<file path="src/ipt_pkg.sv">
package ipt_pkg;
  // port base addresses
  localparam logic [15:0] PRI_CMD_BASE = 16'h01F0;
  localparam logic [15:0] PRI_CTL_BASE = 16'h03F4;
  localparam logic [15:0] SEC_CMD_BASE = 16'h0170;
  localparam logic [15:0] SEC_CTL_BASE = 16'h0374;
  // register offsets within the blocks
  localparam logic [2:0] OFS_DATA = 3'h0;
  localparam logic [2:0] OFS_DRVHEAD = 3'h6;
  localparam logic [1:0] OFS_ALTSTAT = 2'h2;
  localparam int DRV_SEL_BIT = 4;
  // compatible timing in ns, rounded up to clock counts (mode 0 like)
  localparam int COMPAT_ACTIVE_NS = 290;
  localparam int COMPAT_RECOV_NS = 310;
  localparam int CLK_NS = 20;
  // five bits: the recovery count of 16 would wrap to 0 in four
  localparam logic [4:0] COMPAT_ACTIVE_CYC =
    5'((COMPAT_ACTIVE_NS + CLK_NS - 1) / CLK_NS);
  localparam logic [4:0] COMPAT_RECOV_CYC =
    5'((COMPAT_RECOV_NS + CLK_NS - 1) / CLK_NS);
  localparam logic [4:0] SETUP_CYC = 5'h02;
  // least idle chip select gap between halves under compatible timing
  localparam logic [3:0] HALF_GAP_CYC = 4'h2;
  // fast timing field widths
  localparam int ISP_W = 2;
  localparam int RCT_W = 2;
  // fast field to clock offsets
  localparam logic [4:0] ISP_BASE = 5'h02;
  localparam logic [4:0] RCT_BASE = 5'h01;
endpackage

</file>
<file path="src/ipt_decode.sv">
`timescale 1ns/1ps
// address decode of command and control blocks
module ipt_decode (
  input wire logic [17:0] addr_i,
  input wire logic decode_en_i,
  input wire logic secondary_i,
  input wire logic floppy_ctl_en_i,
  output logic cmd_hit_o,
  output logic ctl_hit_o,
  output logic [2:0] reg_ofs_o
);
  logic [15:0] cmd_base;
  logic [15:0] ctl_base;
  logic upper_zero;
  // base selection by connector role
  assign cmd_base = secondary_i ? ipt_pkg::SEC_CMD_BASE
                                : ipt_pkg::PRI_CMD_BASE;
  assign ctl_base = secondary_i ? ipt_pkg::SEC_CTL_BASE
                                : ipt_pkg::PRI_CTL_BASE;
  assign upper_zero = (addr_i[17:16] == 2'h0);
  // range match, alt status always, others need floppy enable
  always_comb begin
    cmd_hit_o = decode_en_i && upper_zero &&
                (addr_i[15:3] == cmd_base[15:3]);
    ctl_hit_o = decode_en_i && upper_zero &&
                (addr_i[15:2] == ctl_base[15:2]) &&
                ((addr_i[1:0] == ipt_pkg::OFS_ALTSTAT) ||
                 floppy_ctl_en_i);
    reg_ofs_o = addr_i[2:0];
  end
endmodule // ipt_decode

</file>
<file path="src/ipt_timer.sv">
`timescale 1ns/1ps
// strobe phase timer: setup, active, recovery
module ipt_timer (
  input wire logic clock_i,
  input wire logic resetn_i,
  input wire logic start_i,
  input wire logic [4:0] active_cyc_i,
  input wire logic [4:0] recov_cyc_i,
  input wire logic ready_i,
  output logic strobe_o,
  output logic busy_o,
  output logic sample_o
);
  typedef enum logic [1:0] {IPT_T_IDLE, IPT_T_SETUP, IPT_T_ACT,
                            IPT_T_REC} ipt_tphase_t;
  ipt_tphase_t phase_r;
  logic [4:0] cnt_r;
  // phase sequencing, active phase waits for ready
  always_ff @(posedge clock_i or negedge resetn_i) begin
    if (!resetn_i) begin
      phase_r <= IPT_T_IDLE;
      cnt_r <= 5'h00;
    end else begin
      case (phase_r)
        IPT_T_IDLE: begin
          if (start_i) begin
            phase_r <= IPT_T_SETUP;
            cnt_r <= ipt_pkg::SETUP_CYC;
          end
        end
        IPT_T_SETUP: begin
          if (cnt_r <= 5'h01) begin
            phase_r <= IPT_T_ACT;
            cnt_r <= active_cyc_i;
          end else cnt_r <= cnt_r - 5'h01;
        end
        IPT_T_ACT: begin
          if (cnt_r <= 5'h01) begin
            if (ready_i) begin
              phase_r <= IPT_T_REC;
              cnt_r <= recov_cyc_i;
            end
          end else cnt_r <= cnt_r - 5'h01;
        end
        IPT_T_REC: begin
          if (cnt_r <= 5'h01) phase_r <= IPT_T_IDLE;
          else cnt_r <= cnt_r - 5'h01;
        end
        default: phase_r <= IPT_T_IDLE;
      endcase
    end
  end
  assign strobe_o = (phase_r == IPT_T_ACT);
  assign busy_o = (phase_r != IPT_T_IDLE) || start_i;
  assign sample_o = (phase_r == IPT_T_ACT) && (cnt_r <= 5'h01) && ready_i;
endmodule // ipt_timer

</file>
<file path="src/ipt_port.sv">
`timescale 1ns/1ps
// Summary of operation
// - claim only when primary or secondary decode enabled
// - register access asserts its select and strobes
// - command range and control range selects
// - address bits 17 and 16 above base zero
// - primary bases 01F0h and 03F4h
// - secondary bases 0170h and 0374h
// - data register 16 bits, others 8
// - claim command range, control offset 02h only
// - control 00h 01h 03h need floppy enable
// - fast timing only on data port
// - two drives, one shared fast timing
// - per drive fast enable, else compatible
// - snoop drive select bit of drive/head
// - per drive mask forces ready asserted
// - 32-bit data access splits into two halves
// - compatible halves separated by two idle clocks
// - buffer direction shared, own output enable
// - address and selects on muxed address lines
// - connector selectable primary or secondary
module ipt_port (
  input wire logic clock_i,
  input wire logic resetn_i,
  // host I/O request
  input wire logic req_i,
  input wire logic req_write_i,
  input wire logic req_dword_i,
  input wire logic [17:0] req_addr_i,
  input wire logic [31:0] req_wdata_i,
  output logic req_claim_o,
  output logic req_done_o,
  output logic [31:0] req_rdata_o,
  // timing and decode controls
  input wire logic primary_decode_en_i,
  input wire logic secondary_decode_en_i,
  input wire logic [ipt_pkg::ISP_W-1:0] strobe_sample_point_field_i,
  input wire logic [ipt_pkg::RCT_W-1:0] recovery_time_field_i,
  input wire logic drive0_fast_timing_enable_i,
  input wire logic drive1_fast_timing_enable_i,
  input wire logic drive0_ready_mask_i,
  input wire logic drive1_ready_mask_i,
  input wire logic dword_data_mode_i,
  input wire logic floppy_controller_en_i,
  input wire logic shared_pin_is_doe_i,
  // drive side
  input wire logic iordy_i,
  input wire logic [15:0] drive_data_lines_i,
  output logic [15:0] drive_data_lines_o,
  output logic [7:0] system_address_lines_o,
  output logic command_block_select_n_o,
  output logic control_block_select_n_o,
  output logic drive_read_n_o,
  output logic drive_write_n_o,
  output logic data_buffer_direction_o,
  output logic drive_data_output_enable_n_o,
  output logic drive_select_o
);
  typedef enum logic [2:0] {IPT_IDLE, IPT_LOW, IPT_GAP, IPT_HIGH,
                            IPT_DONE} ipt_state_t;
  ipt_state_t state_r;
  logic cmd_hit, ctl_hit, hit;
  logic [2:0] reg_ofs;
  logic decode_en;
  logic iordy_s1_r, iordy_s2_r;
  logic drive_sel_r;
  logic is_data;
  logic fast_sel;
  logic mask_sel;
  logic ready_eff;
  logic tim_start, tim_strobe, tim_busy, tim_sample;
  logic [4:0] act_cyc, rec_cyc;
  logic [3:0] gap_r;
  logic cmd_sel_r, ctl_sel_r, write_r, dword_r, data_r;
  logic [2:0] ofs_r;
  logic [31:0] wdata_r;
  logic [31:0] rdata_r;
  logic done_r;
  logic started_r;

  assign decode_en = primary_decode_en_i || secondary_decode_en_i;

  ipt_decode u_decode (
    .addr_i(req_addr_i),
    .decode_en_i(decode_en),
    .secondary_i(secondary_decode_en_i),
    .floppy_ctl_en_i(floppy_controller_en_i),
    .cmd_hit_o(cmd_hit),
    .ctl_hit_o(ctl_hit),
    .reg_ofs_o(reg_ofs)
  );
  assign hit = cmd_hit || ctl_hit;
  assign req_claim_o = req_i && hit && (state_r == IPT_IDLE);

  // iordy synchroniser
  always_ff @(posedge clock_i or negedge resetn_i) begin
    if (!resetn_i) begin
      iordy_s1_r <= 1'b0;
      iordy_s2_r <= 1'b0;
    end else begin
      iordy_s1_r <= iordy_i;
      iordy_s2_r <= iordy_s1_r;
    end
  end

  // drive select snoop on drive/head writes
  always_ff @(posedge clock_i or negedge resetn_i) begin
    if (!resetn_i) drive_sel_r <= 1'b0;
    else if (req_claim_o && cmd_hit && req_write_i &&
             reg_ofs == ipt_pkg::OFS_DRVHEAD)
      drive_sel_r <= req_wdata_i[ipt_pkg::DRV_SEL_BIT];
  end
  assign drive_select_o = drive_sel_r;

  // per drive timing choice
  assign is_data = cmd_sel_r && data_r;
  assign fast_sel = is_data && (drive_sel_r ? drive1_fast_timing_enable_i
                      : drive0_fast_timing_enable_i);
  assign mask_sel = drive_sel_r ? drive1_ready_mask_i
                                : drive0_ready_mask_i;
  assign ready_eff = mask_sel || iordy_s2_r;
  always_comb begin
    if (fast_sel) begin
      act_cyc = ipt_pkg::ISP_BASE +
                5'(strobe_sample_point_field_i);
      rec_cyc = ipt_pkg::RCT_BASE + 5'(recovery_time_field_i);
    end else begin
      act_cyc = ipt_pkg::COMPAT_ACTIVE_CYC;
      rec_cyc = ipt_pkg::COMPAT_RECOV_CYC;
    end
  end

  ipt_timer u_timer (
    .clock_i(clock_i),
    .resetn_i(resetn_i),
    .start_i(tim_start),
    .active_cyc_i(act_cyc),
    .recov_cyc_i(rec_cyc),
    .ready_i(ready_eff),
    .strobe_o(tim_strobe),
    .busy_o(tim_busy),
    .sample_o(tim_sample)
  );

  // each half starts once on entry to its state
  assign tim_start = ((state_r == IPT_LOW) || (state_r == IPT_HIGH)) &&
                     !started_r;

  // transfer sequencer
  always_ff @(posedge clock_i or negedge resetn_i) begin
    if (!resetn_i) begin
      state_r <= IPT_IDLE;
      started_r <= 1'b0;
      gap_r <= 4'h0;
    end else begin
      case (state_r)
        IPT_IDLE: begin
          started_r <= 1'b0;
          if (req_claim_o) state_r <= IPT_LOW;
        end
        IPT_LOW: begin
          started_r <= 1'b1;
          if (started_r && !tim_busy) begin
            started_r <= 1'b0;
            if (dword_r && data_r && cmd_sel_r &&
                dword_data_mode_i) begin
              state_r <= fast_sel ? IPT_HIGH : IPT_GAP;
              gap_r <= ipt_pkg::HALF_GAP_CYC;
            end else state_r <= IPT_DONE;
          end
        end
        IPT_GAP: begin
          if (gap_r <= 4'h1) state_r <= IPT_HIGH;
          else gap_r <= gap_r - 4'h1;
        end
        IPT_HIGH: begin
          started_r <= 1'b1;
          if (started_r && !tim_busy) begin
            started_r <= 1'b0;
            state_r <= IPT_DONE;
          end
        end
        IPT_DONE: state_r <= IPT_IDLE;
        default: state_r <= IPT_IDLE;
      endcase
    end
  end

  // capture request
  always_ff @(posedge clock_i or negedge resetn_i) begin
    if (!resetn_i) begin
      cmd_sel_r <= 1'b0;
      ctl_sel_r <= 1'b0;
      write_r <= 1'b0;
      dword_r <= 1'b0;
      data_r <= 1'b0;
      ofs_r <= 3'h0;
      wdata_r <= 32'h0000_0000;
    end else if (req_claim_o) begin
      cmd_sel_r <= cmd_hit;
      ctl_sel_r <= ctl_hit;
      write_r <= req_write_i;
      dword_r <= req_dword_i;
      data_r <= cmd_hit && (reg_ofs == ipt_pkg::OFS_DATA);
      ofs_r <= reg_ofs;
      wdata_r <= req_wdata_i;
    end
  end

  // read data capture, low half then high half
  always_ff @(posedge clock_i or negedge resetn_i) begin
    if (!resetn_i) rdata_r <= 32'h0000_0000;
    else if (req_claim_o) rdata_r <= 32'h0000_0000;
    else if (tim_sample && !write_r) begin
      if (state_r == IPT_HIGH) rdata_r[31:16] <= drive_data_lines_i;
      else if (data_r) rdata_r[15:0] <= drive_data_lines_i;
      else rdata_r[7:0] <= drive_data_lines_i[7:0];
    end
  end
  assign req_rdata_o = rdata_r;

  // completion pulse after all halves
  always_ff @(posedge clock_i or negedge resetn_i) begin
    if (!resetn_i) done_r <= 1'b0;
    else done_r <= (state_r == IPT_DONE);
  end
  assign req_done_o = done_r;

  // drive pins: selects held through the half, dropped in the gap
  always_comb begin
    command_block_select_n_o = !(cmd_sel_r &&
      ((state_r == IPT_LOW) || (state_r == IPT_HIGH)));
    control_block_select_n_o = !(ctl_sel_r &&
      ((state_r == IPT_LOW) || (state_r == IPT_HIGH)));
    drive_read_n_o = !(tim_strobe && !write_r);
    drive_write_n_o = !(tim_strobe && write_r);
    data_buffer_direction_o = write_r;
    drive_data_output_enable_n_o = !(shared_pin_is_doe_i &&
      ((state_r == IPT_LOW) || (state_r == IPT_HIGH)));
    // address and selects share the system address lines
    system_address_lines_o = {command_block_select_n_o,
                              control_block_select_n_o,
                              3'h0, ofs_r};
  end

  // write data half select
  assign drive_data_lines_o = (state_r == IPT_HIGH) ? wdata_r[31:16]
    : (data_r ? wdata_r[15:0] : {8'h00, wdata_r[7:0]});
endmodule // ipt_port

</file>
<file path="config.mk">
export PLATFORM = sky130hd
export DESIGN_NAME = ipt_port
export DESIGN_NICKNAME = d
export VERILOG_FILES = /design/src/ipt_pkg.sv /design/src/ipt_decode.sv /design/src/ipt_timer.sv /design/src/ipt_port.sv
export SDC_FILE = /design/constraint.sdc
export NUM_CORES = 1
export LEC_CHECK = 0
export BUFFER_PORTS_ARGS = -buffer_cell sky130_fd_sc_hd__buf_4
export CORE_MARGIN = 2
export CORE_UTILIZATION = 51
export CTS_CLUSTER_DIAMETER = 100
export DETAILED_ROUTE_END_ITERATION = 10
export GPL_ROUTABILITY_DRIVEN = 0
export PLACE_DENSITY_LB_ADDON = 0.2
export SLEW_MARGIN = 20
export SYNTH_ARGS = -nofsm -noshare
export SYNTH_HDL_FRONTEND = slang
export SYNTH_SLANG_ARGS = --single-unit
</file>
<file path="constraint.sdc">
create_clock -name clock_i -period 3.6 [get_ports clock_i]
set_clock_uncertainty 0.1 [all_clocks]
set_input_delay 0.18 -clock clock_i [delete_from_list [all_inputs] [get_ports clock_i]]
set_output_delay 0.18 -clock clock_i [all_outputs]
set_load 0.01 [all_outputs]
</file>
**Word level (Yosys, flattened, before mapping)**

Index checks and enable logic that the tools add are counted.

- Flip-flop bits (word level): 91
- Input port bits: 85
- Output and inout bits: 65
- Logic and storage cells: 145

- Add/sub/neg operators: 4
- $lt $le $gt $ge: 2
- Equality and inequality tests: 25
- Multiplexer cells: 38
- Reductions and logical operators: 57

Operators with widths:

| cell | number |
|---|---|
| $mux 16 | 4 |
| $mux 32 | 2 |
| $mux 5 | 6 |
| $logic_and 1x1->1 | 25 |
| $mux 8 | 3 |
| $pmux 5 s4 | 1 |
| $mux 4 | 4 |
| $mux 3 | 5 |
| $eq 14x14->1 | 1 |
| $ne 2x1->1 const B | 7 |
| $eq 13x13->1 | 1 |
| $ne 2x2->1 const B | 6 |
| $pmux 3 s4 | 1 |
| $reduce_bool 2->1 | 6 |
| $mux 2 | 5 |
| $logic_not 1->1 | 8 |
| $pmux 2 s4 | 1 |
| $pmux 4 s2 | 1 |
| $reduce_and 4->1 | 2 |
| $eq 2x2->1 const B | 3 |
| $eq 3x2->1 const B | 2 |
| $eq 3x3->1 const B | 2 |
| $logic_not 3->1 | 2 |
| $logic_or 1x1->1 | 6 |
| other kinds (16) | 22 |

**Logic depth before layout (Yosys ltp)**

Gate-level depths: netlist (run 1).

- Depth in word-level cells: 10
- Mapped depth: 9
- Mapped depth without buffers: 7

**Hierarchy**

Synthesis (run 1) repeated with hierarchy kept, for this count alone.

- Cells, all modules: 432
- Area total of the unflattened synthesis: 4470.5 um2

By module, submodules not included:

| module | instances | cells an instance | area an instance (um2) | seq. area each (um2) |
|---|---|---|---|---|
| ipt_port | 1 | 351 | 3736.1 | 2102.0 |
| ipt_timer | 1 | 67 | 631.9 | 175.2 |
| ipt_decode | 1 | 14 | 102.6 | 0.0 |

**Worst setup path before layout (run 1)**

No wires, ideal clock.

- Kind: flip-flop to flip-flop
- Start: register u_timer.phase_r[0]
- End: register rdata_r[22] (netlist: req_rdata_o[22])
- Library setup time: 0.132 ns
- Arrival time: 2.238 ns
- Required time: 3.368 ns
- Setup slack: 1.130 ns
- Cell stages (with the launch flop): 10
- Path buffers: 2
- Clock period less this slack: 2.470 ns
- Cells stage by stage: dfrtp_1 inv_1 ha_1 clkbuf_1 nor2b_1 o2111ai_1 nor2_1 buf_2 mux2i_1 nor2_1

- Cells in the longest elaborated chain, start to end: 6

RTL lines:

| item | RTL line | text |
|---|---|---|
| start, declared | ipt_timer.sv:16 | `ipt_tphase_t phase_r;` |
| start signal, assigned | ipt_timer.sv:21 | `phase_r <= IPT_T_IDLE;` |
| start signal, assigned | ipt_timer.sv:27 | `phase_r <= IPT_T_SETUP;` |
| start signal, assigned | ipt_timer.sv:33 | `phase_r <= IPT_T_ACT;` |
| $eq 2x2->1 | ipt_timer.sv:55 | `assign sample_o = (phase_r == IPT_T_ACT) && (cnt_r <= 5'h01) && ready_i;` |
| $logic_and 1x1->1 (2 in a row) | ipt_timer.sv:55 |  |
| $logic_and 1x1->1 | ipt_port.sv:214 | `else if (tim_sample && !write_r) begin` |
| $reduce_bool 2->1 (no source line) | -- |  |
| $reduce_and 2->1 (no source line) | -- |  |
| end signal, assigned | ipt_port.sv:215 | `if (state_r == IPT_HIGH) rdata_r[31:16] <= drive_data_lines_i;` |
| end, declared | ipt_port.sv:77 | `logic [31:0] rdata_r;` |

No other way between the ends.
A chain may end at the register's enable or synchronous reset.

**Worst setup path in the final report (run 1)**

- Start: register u_timer.phase_r[0]
- End: register rdata_r[0] (netlist: req_rdata_o[0])

The elaborated chain is that of the path after synthesis.

==> impl_metrics.json, run 1 <==
{
  "status": "finished, final reports clean",
  "slowest_delay_ns": 0.95,
  "num-nets-final": 720,
  "drt_wl_total_mm": 12.4,
  "setup_violations": 0,
  "yosysTopAreaCell": "dfrtp_1",
  "reg2regPathDepth": 6,
  "fmax_mhz": 338,
  "io_buffer_count": 146,
  "p_clk_share_pct": 29.0,
  "synth.most_common_cell": "dfrtp_1",
  "cp_num_cells": 6,
  "pwr-share-seq_pct": 39.7,
  "power_mw": 2.97,
  "fillers": 568,
  "place_inst": 667,
  "worstPathMaxFanout": 11,
  "synth-seq-cells": 91,
  "rsz0062_at_grt": "no",
  "cts_buffers": 9,
  "power_frac_comb_pct": 31.3,
  "drc": 0,
  "start_util_pct": 52.5,
  "crit_required_ns": 3.80,
  "synth_fa_ha_area_share_pct": 2.73,
  "die_x_um": 98.7,
  "syn2layout_area_growth_pct": 43.1,
  "htree_levels": 3,
  "synth_cells": 427,
  "synth_compound_area_share_pct": 8.14,
  "drv_slew": 0,
  "io-pin-count": 150,
  "die_h_um": 98.7,
  "synth.top_cells.by_area": "dfrtp_1, mux2i_1, mux2_4",
  "postCtsResizedCells": 0,
  "hpwl_mm": 8.08,
  "power_density_nw_per_um2": 453,
  "multi_input_area_um2": 2140,
  "yosysSeqAreaShare_pct": 49.7,
  "tritoncts": "yes",
  "min_path_type": "input pin to flip-flop",
  "clkLatencyLatePin_ns": 0.36,
  "critical-path-slowest-cell": "nor3b_1",
  "synth_xor_area_share_pct": 0.765,
  "path_delay_family": "simple AND/OR/NAND/NOR gates",
  "final_cells": 738,
  "coreArea_um2": 8720,
  "path_buf_inv": 1,
  "worstSetupEndpointType": "flip-flop",
  "max-vdd-ir-drop_v": 0.000270,
  "synth_top_family_by_area": "multiplexers",
  "dpl-instance-area_um2": 5760,
  "grt_first_pass_wirelength_mm": 20.5,
  "seq_area_um2": 2280,
  "crit_arrival_ns": 3.16,
  "synth_edf_count": 0,
  "drive_gt1_share_pct": 34.0,
  "cts.root.buffer_cell": "clkbuf_8",
  "switchingPower_mw": 0.920,
  "cts.sinks": 91,
  "synthArstFlopShare_pct": 100,
  "hold_viol": 0,
  "post-cts-setup-buffers": 0,
  "netlist.area_leader.share_pct": 49.7,
  "r2r_slack_ns": 0.64,
  "track_usage_pct": 26.3,
  "grt_overflow": 0,
  "yosys-top-cells-count": "dfrtp_1, nand2_1, nor2_1",
  "synth_cell_types": 55,
  "setup_tns_ns": 0,
  "whs_path_depth": 4,
  "period_needed_ns": 2.96,
  "antenna_found_initial": 0,
  "swShare_pct": 30.9,
  "drt_iter0_drc": 155,
  "n_antenna_cell": 0,
  "routedWlPerCell_um": 16.9,
  "synth.avg_cell_area_um2": 10.7,
  "fin_crit_sh_pct": 82.3,
  "post_drt_via_cell_ratio": 5.39,
  "cp-start-kind": "flip-flop",
  "rows": 34,
  "p_int_mw": 2.05,
  "yosysWarnings": 0,
  "ant_nets": 0,
  "critPathKind": "flip-flop to flip-flop",
  "first_pass_iters": 4,
  "synth_area_um2": 4580,
  "leakage_nw": 3.38,
  "first_global_vias": 4237,
  "stdcell_area_um2": 6550,
  "relSlewSlack_pct": 35.3,
  "worstMarginPinSlew_ns": 0.969,
  "yosys.area_share.simple_pct": 16.8,
  "clockBufferDepth": 2,
  "path_cells": "inv_1 > ha_1 > nor2b_1 > o2111ai_1 > nor3b_1 > a221o_1",
  "cts.clk_slew.worst_paths_ns": 0.09,
  "whs_ns": 0.0525,
  "synth.area.mux_share_pct": 17.9,
  "synth_ff_type": "dfrtp_1",
  "die-area_um2": 9750,
  "cap_violations": 0,
  "vias": 3981,
  "grt_max_degree": 72
}
==> power by group through the flow <==
stage	combinational (mW)	sequential [mW]	clock (mW)
6_report	0.929	1.18	0.862
5_1_grt	1.03	1.19	0.920
4_1_cts	0.923	1.18	0.877
3_5_place_dp	0.872	1.20	0
3_3_place_gp	0.847	1.19	0
2_1_floorplan	0.554	1.20	0
==> path summary, 6_finish.rpt <==
path	to	startpoint
worst min-delay path	cmd_sel_r$_DFFE_PN0P_	req_addr_i[9]
worst max-delay path	req_rdata_o[0]$_DFFE_PN0P_	u_timer.phase_r[0]$_DFFE_PN0P_
max in group asynchronous	gap_r[2]$_DFFE_PN0P_	resetn_i
worst min register to register	iordy_s2_r$_DFF_PN0_	iordy_s1_r$_DFF_PN0_
min in group asynchronous	u_timer.cnt_r[1]$_DFFE_PN0P_	resetn_i
worst max register to register	req_rdata_o[0]$_DFFE_PN0P_	u_timer.phase_r[0]$_DFFE_PN0P_
==> cells in the final DEF, fill, tap and decap left out, types with 4 or more instances in the layout <==
master / n
mux2_2: 23
nor3b_1: 4
and3_1: 9
nor4_1: 4
o21ai_0: 8
dlygate4sd3_1: 55
mux2_4: 18
inv_1: 14
a21oi_1: 9
nand2_1: 62
mux2i_1: 29
dfrtp_1: 91
a221o_1: 9
clkbuf_8: 9
buf_4: 153
nand3_1: 12
or3_1: 4
ha_1: 10
nor2_1: 41
nor3_1: 6
==> worst min-delay path: cells and delay by family <==
kind                   cells  cell delay (ns)
buffers and inverters      2             0.14
and+or+nand+nor            1             0.08
AOI/OAI and AO/OA          1             0.07
==> per-stage QoR <==
| stage | util (%) | setup slack [ns] |
|---|---|---|
| 2_1_floorplan | - | 1.13 |
| 3_3_place_gp | 66.0 | 0.701 |
| 3_5_place_dp | 66.0 | 0.611 |
| 4_1_cts | 75.1 | 0.663 |
| 5_1_grt | 75.1 | 0.355 |
| 6_report | 75.1 | 0.639 |
==> kinds of logic (layout without fill, tap and decap cells) <==
kind of cell               Yosys count  after routing
adders and majority gates           10             10
buffers and inverters               37            238
muxes                               70             70
other                                1              3
AOI/OAI and AO/OA                   50             50
and+or+nand+nor                    164            164
xor gates and xnor gates             4              4
DFF                                 91             91
==> what timing repair did <==
item | 4_1_cts | 5_1_grt
endpoints found under the hold margin | 140 | 0
hold buffers | 55 | 0
setup endpoints to repair | 0 | 0
==> layer usage <==
layer  global-route usage [%]  share of wire (%)  vias to the layer above
met3                     6.38                5.1                       19
met1                     31.3                 40                     1949
met5                        0                  0                        -
li1                         -                  -                     1893
met2                     47.1                 54                      120
met4                     7.90                1.7                        0
==> final cells by class <==
cell class / count / share of cell area [%]
clock inverters: 6 / 1.81
inverters: 14 / 0.802
multi-input cells: 301 / 32.7
well taps: 108 / 2.06
repair buffers: 208 / 25.9
flip-flops and latches: 91 / 34.8
clock buffers: 10 / 1.95
==> sequential cells by signal, indices dropped and copies added, names as in the netlist, 2 cells and up <==
signal           flops
u_timer.cnt_r        5
state_r              3
ofs_r                3
wdata_r             32
u_timer.phase_r      2
gap_r                4
req_rdata_o         32
(Power assumes the default switching activity.)
==> run 2, diff against run 1 <==
==> constraint.sdc (replaced) <==
create_clock -name clock_i -period 3 [get_ports clock_i]
set_clock_uncertainty 0.1 [all_clocks]
set_input_delay 0.15 -clock clock_i [delete_from_list [all_inputs] [get_ports clock_i]]
set_output_delay 0.15 -clock clock_i [all_outputs]
set_load 0.01 [all_outputs]
==> impl_metrics.json, run 2 (synthesis results as in run 1) <==
{
  "fin_ws_ns": 0.560,
  "whs_path_depth": 4,
  "power_density_nw_per_um2": 509,
  "worstMarginPinSlew_ns": 0.923,
  "track_usage_pct": 25.9,
  "hold_viol": 0,
  "status": "finished, final reports clean",
  "reg2regPathDepth": 5,
  "power_mw": 3.31,
  "post-cts-setup-buffers": 0,
  "tritoncts": "yes",
  "slowest_delay_ns": 0.55,
  "first_global_vias": 4190,
  "coreArea_um2": 8720,
  "ant_nets": 0,
  "power_frac_comb_pct": 34.1,
  "multi_input_area_um2": 2140,
  "cp-start-kind": "input pin",
  "drt_iter0_drc": 174,
  "n_antenna_cell": 0,
  "swShare_pct": 32.6,
  "hpwl_mm": 8.30,
  "p_clk_share_pct": 23.2,
  "io-pin-count": 150,
  "fillers": 579,
  "post_drt_via_cell_ratio": 5.45,
  "switchingPower_mw": 1.08,
  "relSlewSlack_pct": 38.3,
  "dpl-instance-area_um2": 5790,
  "hold_start": "req_addr_i[9]",
  "rsz0062_at_grt": "no",
  "drc": 0,
  "period_needed_ns": 2.44,
  "num-nets-final": 724,
  "cts.sinks": 91,
  "pwr-share-seq_pct": 42.7,
  "rows": 34,
  "path_delay_family": "simple AND/OR/NAND/NOR gates",
  "grt_max_degree": 58,
  "worstPathMaxFanout": 40,
  "clockBufferDepth": 2,
  "min_path_type": "input pin to flip-flop",
  "fmax_mhz": 410,
  "drive_gt1_share_pct": 34.4,
  "die-area_um2": 9750,
  "seq_area_um2": 2280,
  "stdcell_area_um2": 6510,
  "routedWlPerCell_um": 16.7,
  "p_int_mw": 2.23,
  "syn2layout_area_growth_pct": 42.2,
  "critical-path-slowest-cell": "or4_1",
  "first_pass_iters": 4,
  "r2r_slack_ns": 0.59,
  "io_buffer_count": 146,
  "worstSetupEndpointType": "flip-flop",
  "drt_wl_total_mm": 12.4,
  "cap_violations": 0,
  "path_buf_inv": 2,
  "cts_buffers": 9,
  "drv_slew": 0,
  "htree_levels": 3,
  "leakage_nw": 3.37,
  "grt_overflow": 0,
  "final_cell_mix": "buf_4, dfrtp_1, nand2_1",
  "mostFrequentLayoutCell": "buf_4",
  "grt_first_pass_wirelength_mm": 20.2,
  "die_h_um": 98.7,
  "path_cells": "buf_4 > or4_1 > or4_1 > a2111o_2 > buf_4 > mux2_4",
  "crit_required_ns": 3.14,
  "setup_tns_ns": 0,
  "r2r-end": "wdata_r[31]$_DFFE_PN0P_",
  "min_to": "cmd_sel_r$_DFFE_PN0P_",
  "cts.clk_slew.worst_paths_ns": 0.09,
  "max-vdd-ir-drop_v": 0.000245,
  "fin_crit_sh_pct": 81.3,
  "die_x_um": 98.7,
  "critPathKind": "input pin to flip-flop",
  "setup_violations": 0,
  "clkLatencyLatePin_ns": 0.35,
  "start_util_pct": 52.5,
  "place_ws_ns": 0.194,
  "crit_arrival_ns": 2.58,
  "whs_ns": 0.0524,
  "cts.root.buffer_cell": "clkbuf_8",
  "antenna_found_initial": 0,
  "rr_startpoint": "state_r[2]$_DFFE_PN0P_",
  "vias": 4035
}
[run 2: cell types whose count changed in the layout (fill, tap and decap cells not counted), sizes merged]
cell / change
buf: +4
inv: -1
bufinv: -3
clkinv: +3
[run 2: how the worst max path moves through the flow]
stage | startpoint | endpoint | slack (ns) | cells past startpoint
3_3_place_gp | req_addr_i[16] | wdata_r[23]$_DFFE_PN0P_ | 0.23 | 6
5_1_grt | req_addr_i[1] | req_rdata_o[3]$_DFFE_PN0P_ | 0.44 | 7
6_report | req_addr_i[16] | wdata_r[31]$_DFFE_PN0P_ | 0.56 | 6
4_1_cts | req_addr_i[16] | wdata_r[26]$_DFFE_PN0P_ | 0.60 | 6
3_5_place_dp | req_addr_i[16] | wdata_r[21]$_DFFE_PN0P_ | 0.19 | 6
2_1_floorplan | u_timer.phase_r[0]$_DFFE_PN0P_ | req_rdata_o[22]$_DFFE_PN0P_ | 0.53 | 9
[run 2: power by group through the flow]
stage | Sequential (mW) | Combinational [mW] | Clock [mW]
floorplan | 1.44 | 0.665 | 0
global route | 1.43 | 1.24 | 0.840
global placement | 1.43 | 1.03 | 0
CTS | 1.42 | 1.13 | 0.793
detailed placement | 1.44 | 1.07 | 0
finish | 1.42 | 1.13 | 0.767
[run 2: per-layer routing]
metal  vias up  global-route usage, %  routed length [um]
met5         -                      0                   0
li1       1901                      -                   -
met1      2003                   31.7                4990
met3        10                   6.31                 630
met4         0                   7.80                 129
met2       121                   45.3                6640
[run 2: area by class of cell]
type,count,share of cell area [%]
Inverter,14,0.807
Tap cell,108,2.08
Multi-Input combinational cell,301,32.9
Clock buffer,10,2.11
Clock inverter,5,0.557
Sequential cell,91,35.0
Timing Repair Buffer,212,26.6
[run 2: worst min-delay path: stages]
cell	delay (ns)
buf_4	0.09
inv_1	0.05
nand2_1	0.09
o21ai_0	0.08
[run 2: timing repair]
action | 4_1_cts | 5_1_grt
resized for setup | 0 | 0
endpoints found under the hold margin | 126 | 0
hold buffers | 55 | 0
[run 2: stage by stage]
step	std cells	utilization, %
5_1_grt	741	74.6
3_5_place_dp	671	66.3
3_3_place_gp	671	66.3
2_1_floorplan	429	-
4_1_cts	741	74.6
6_report	741	74.6
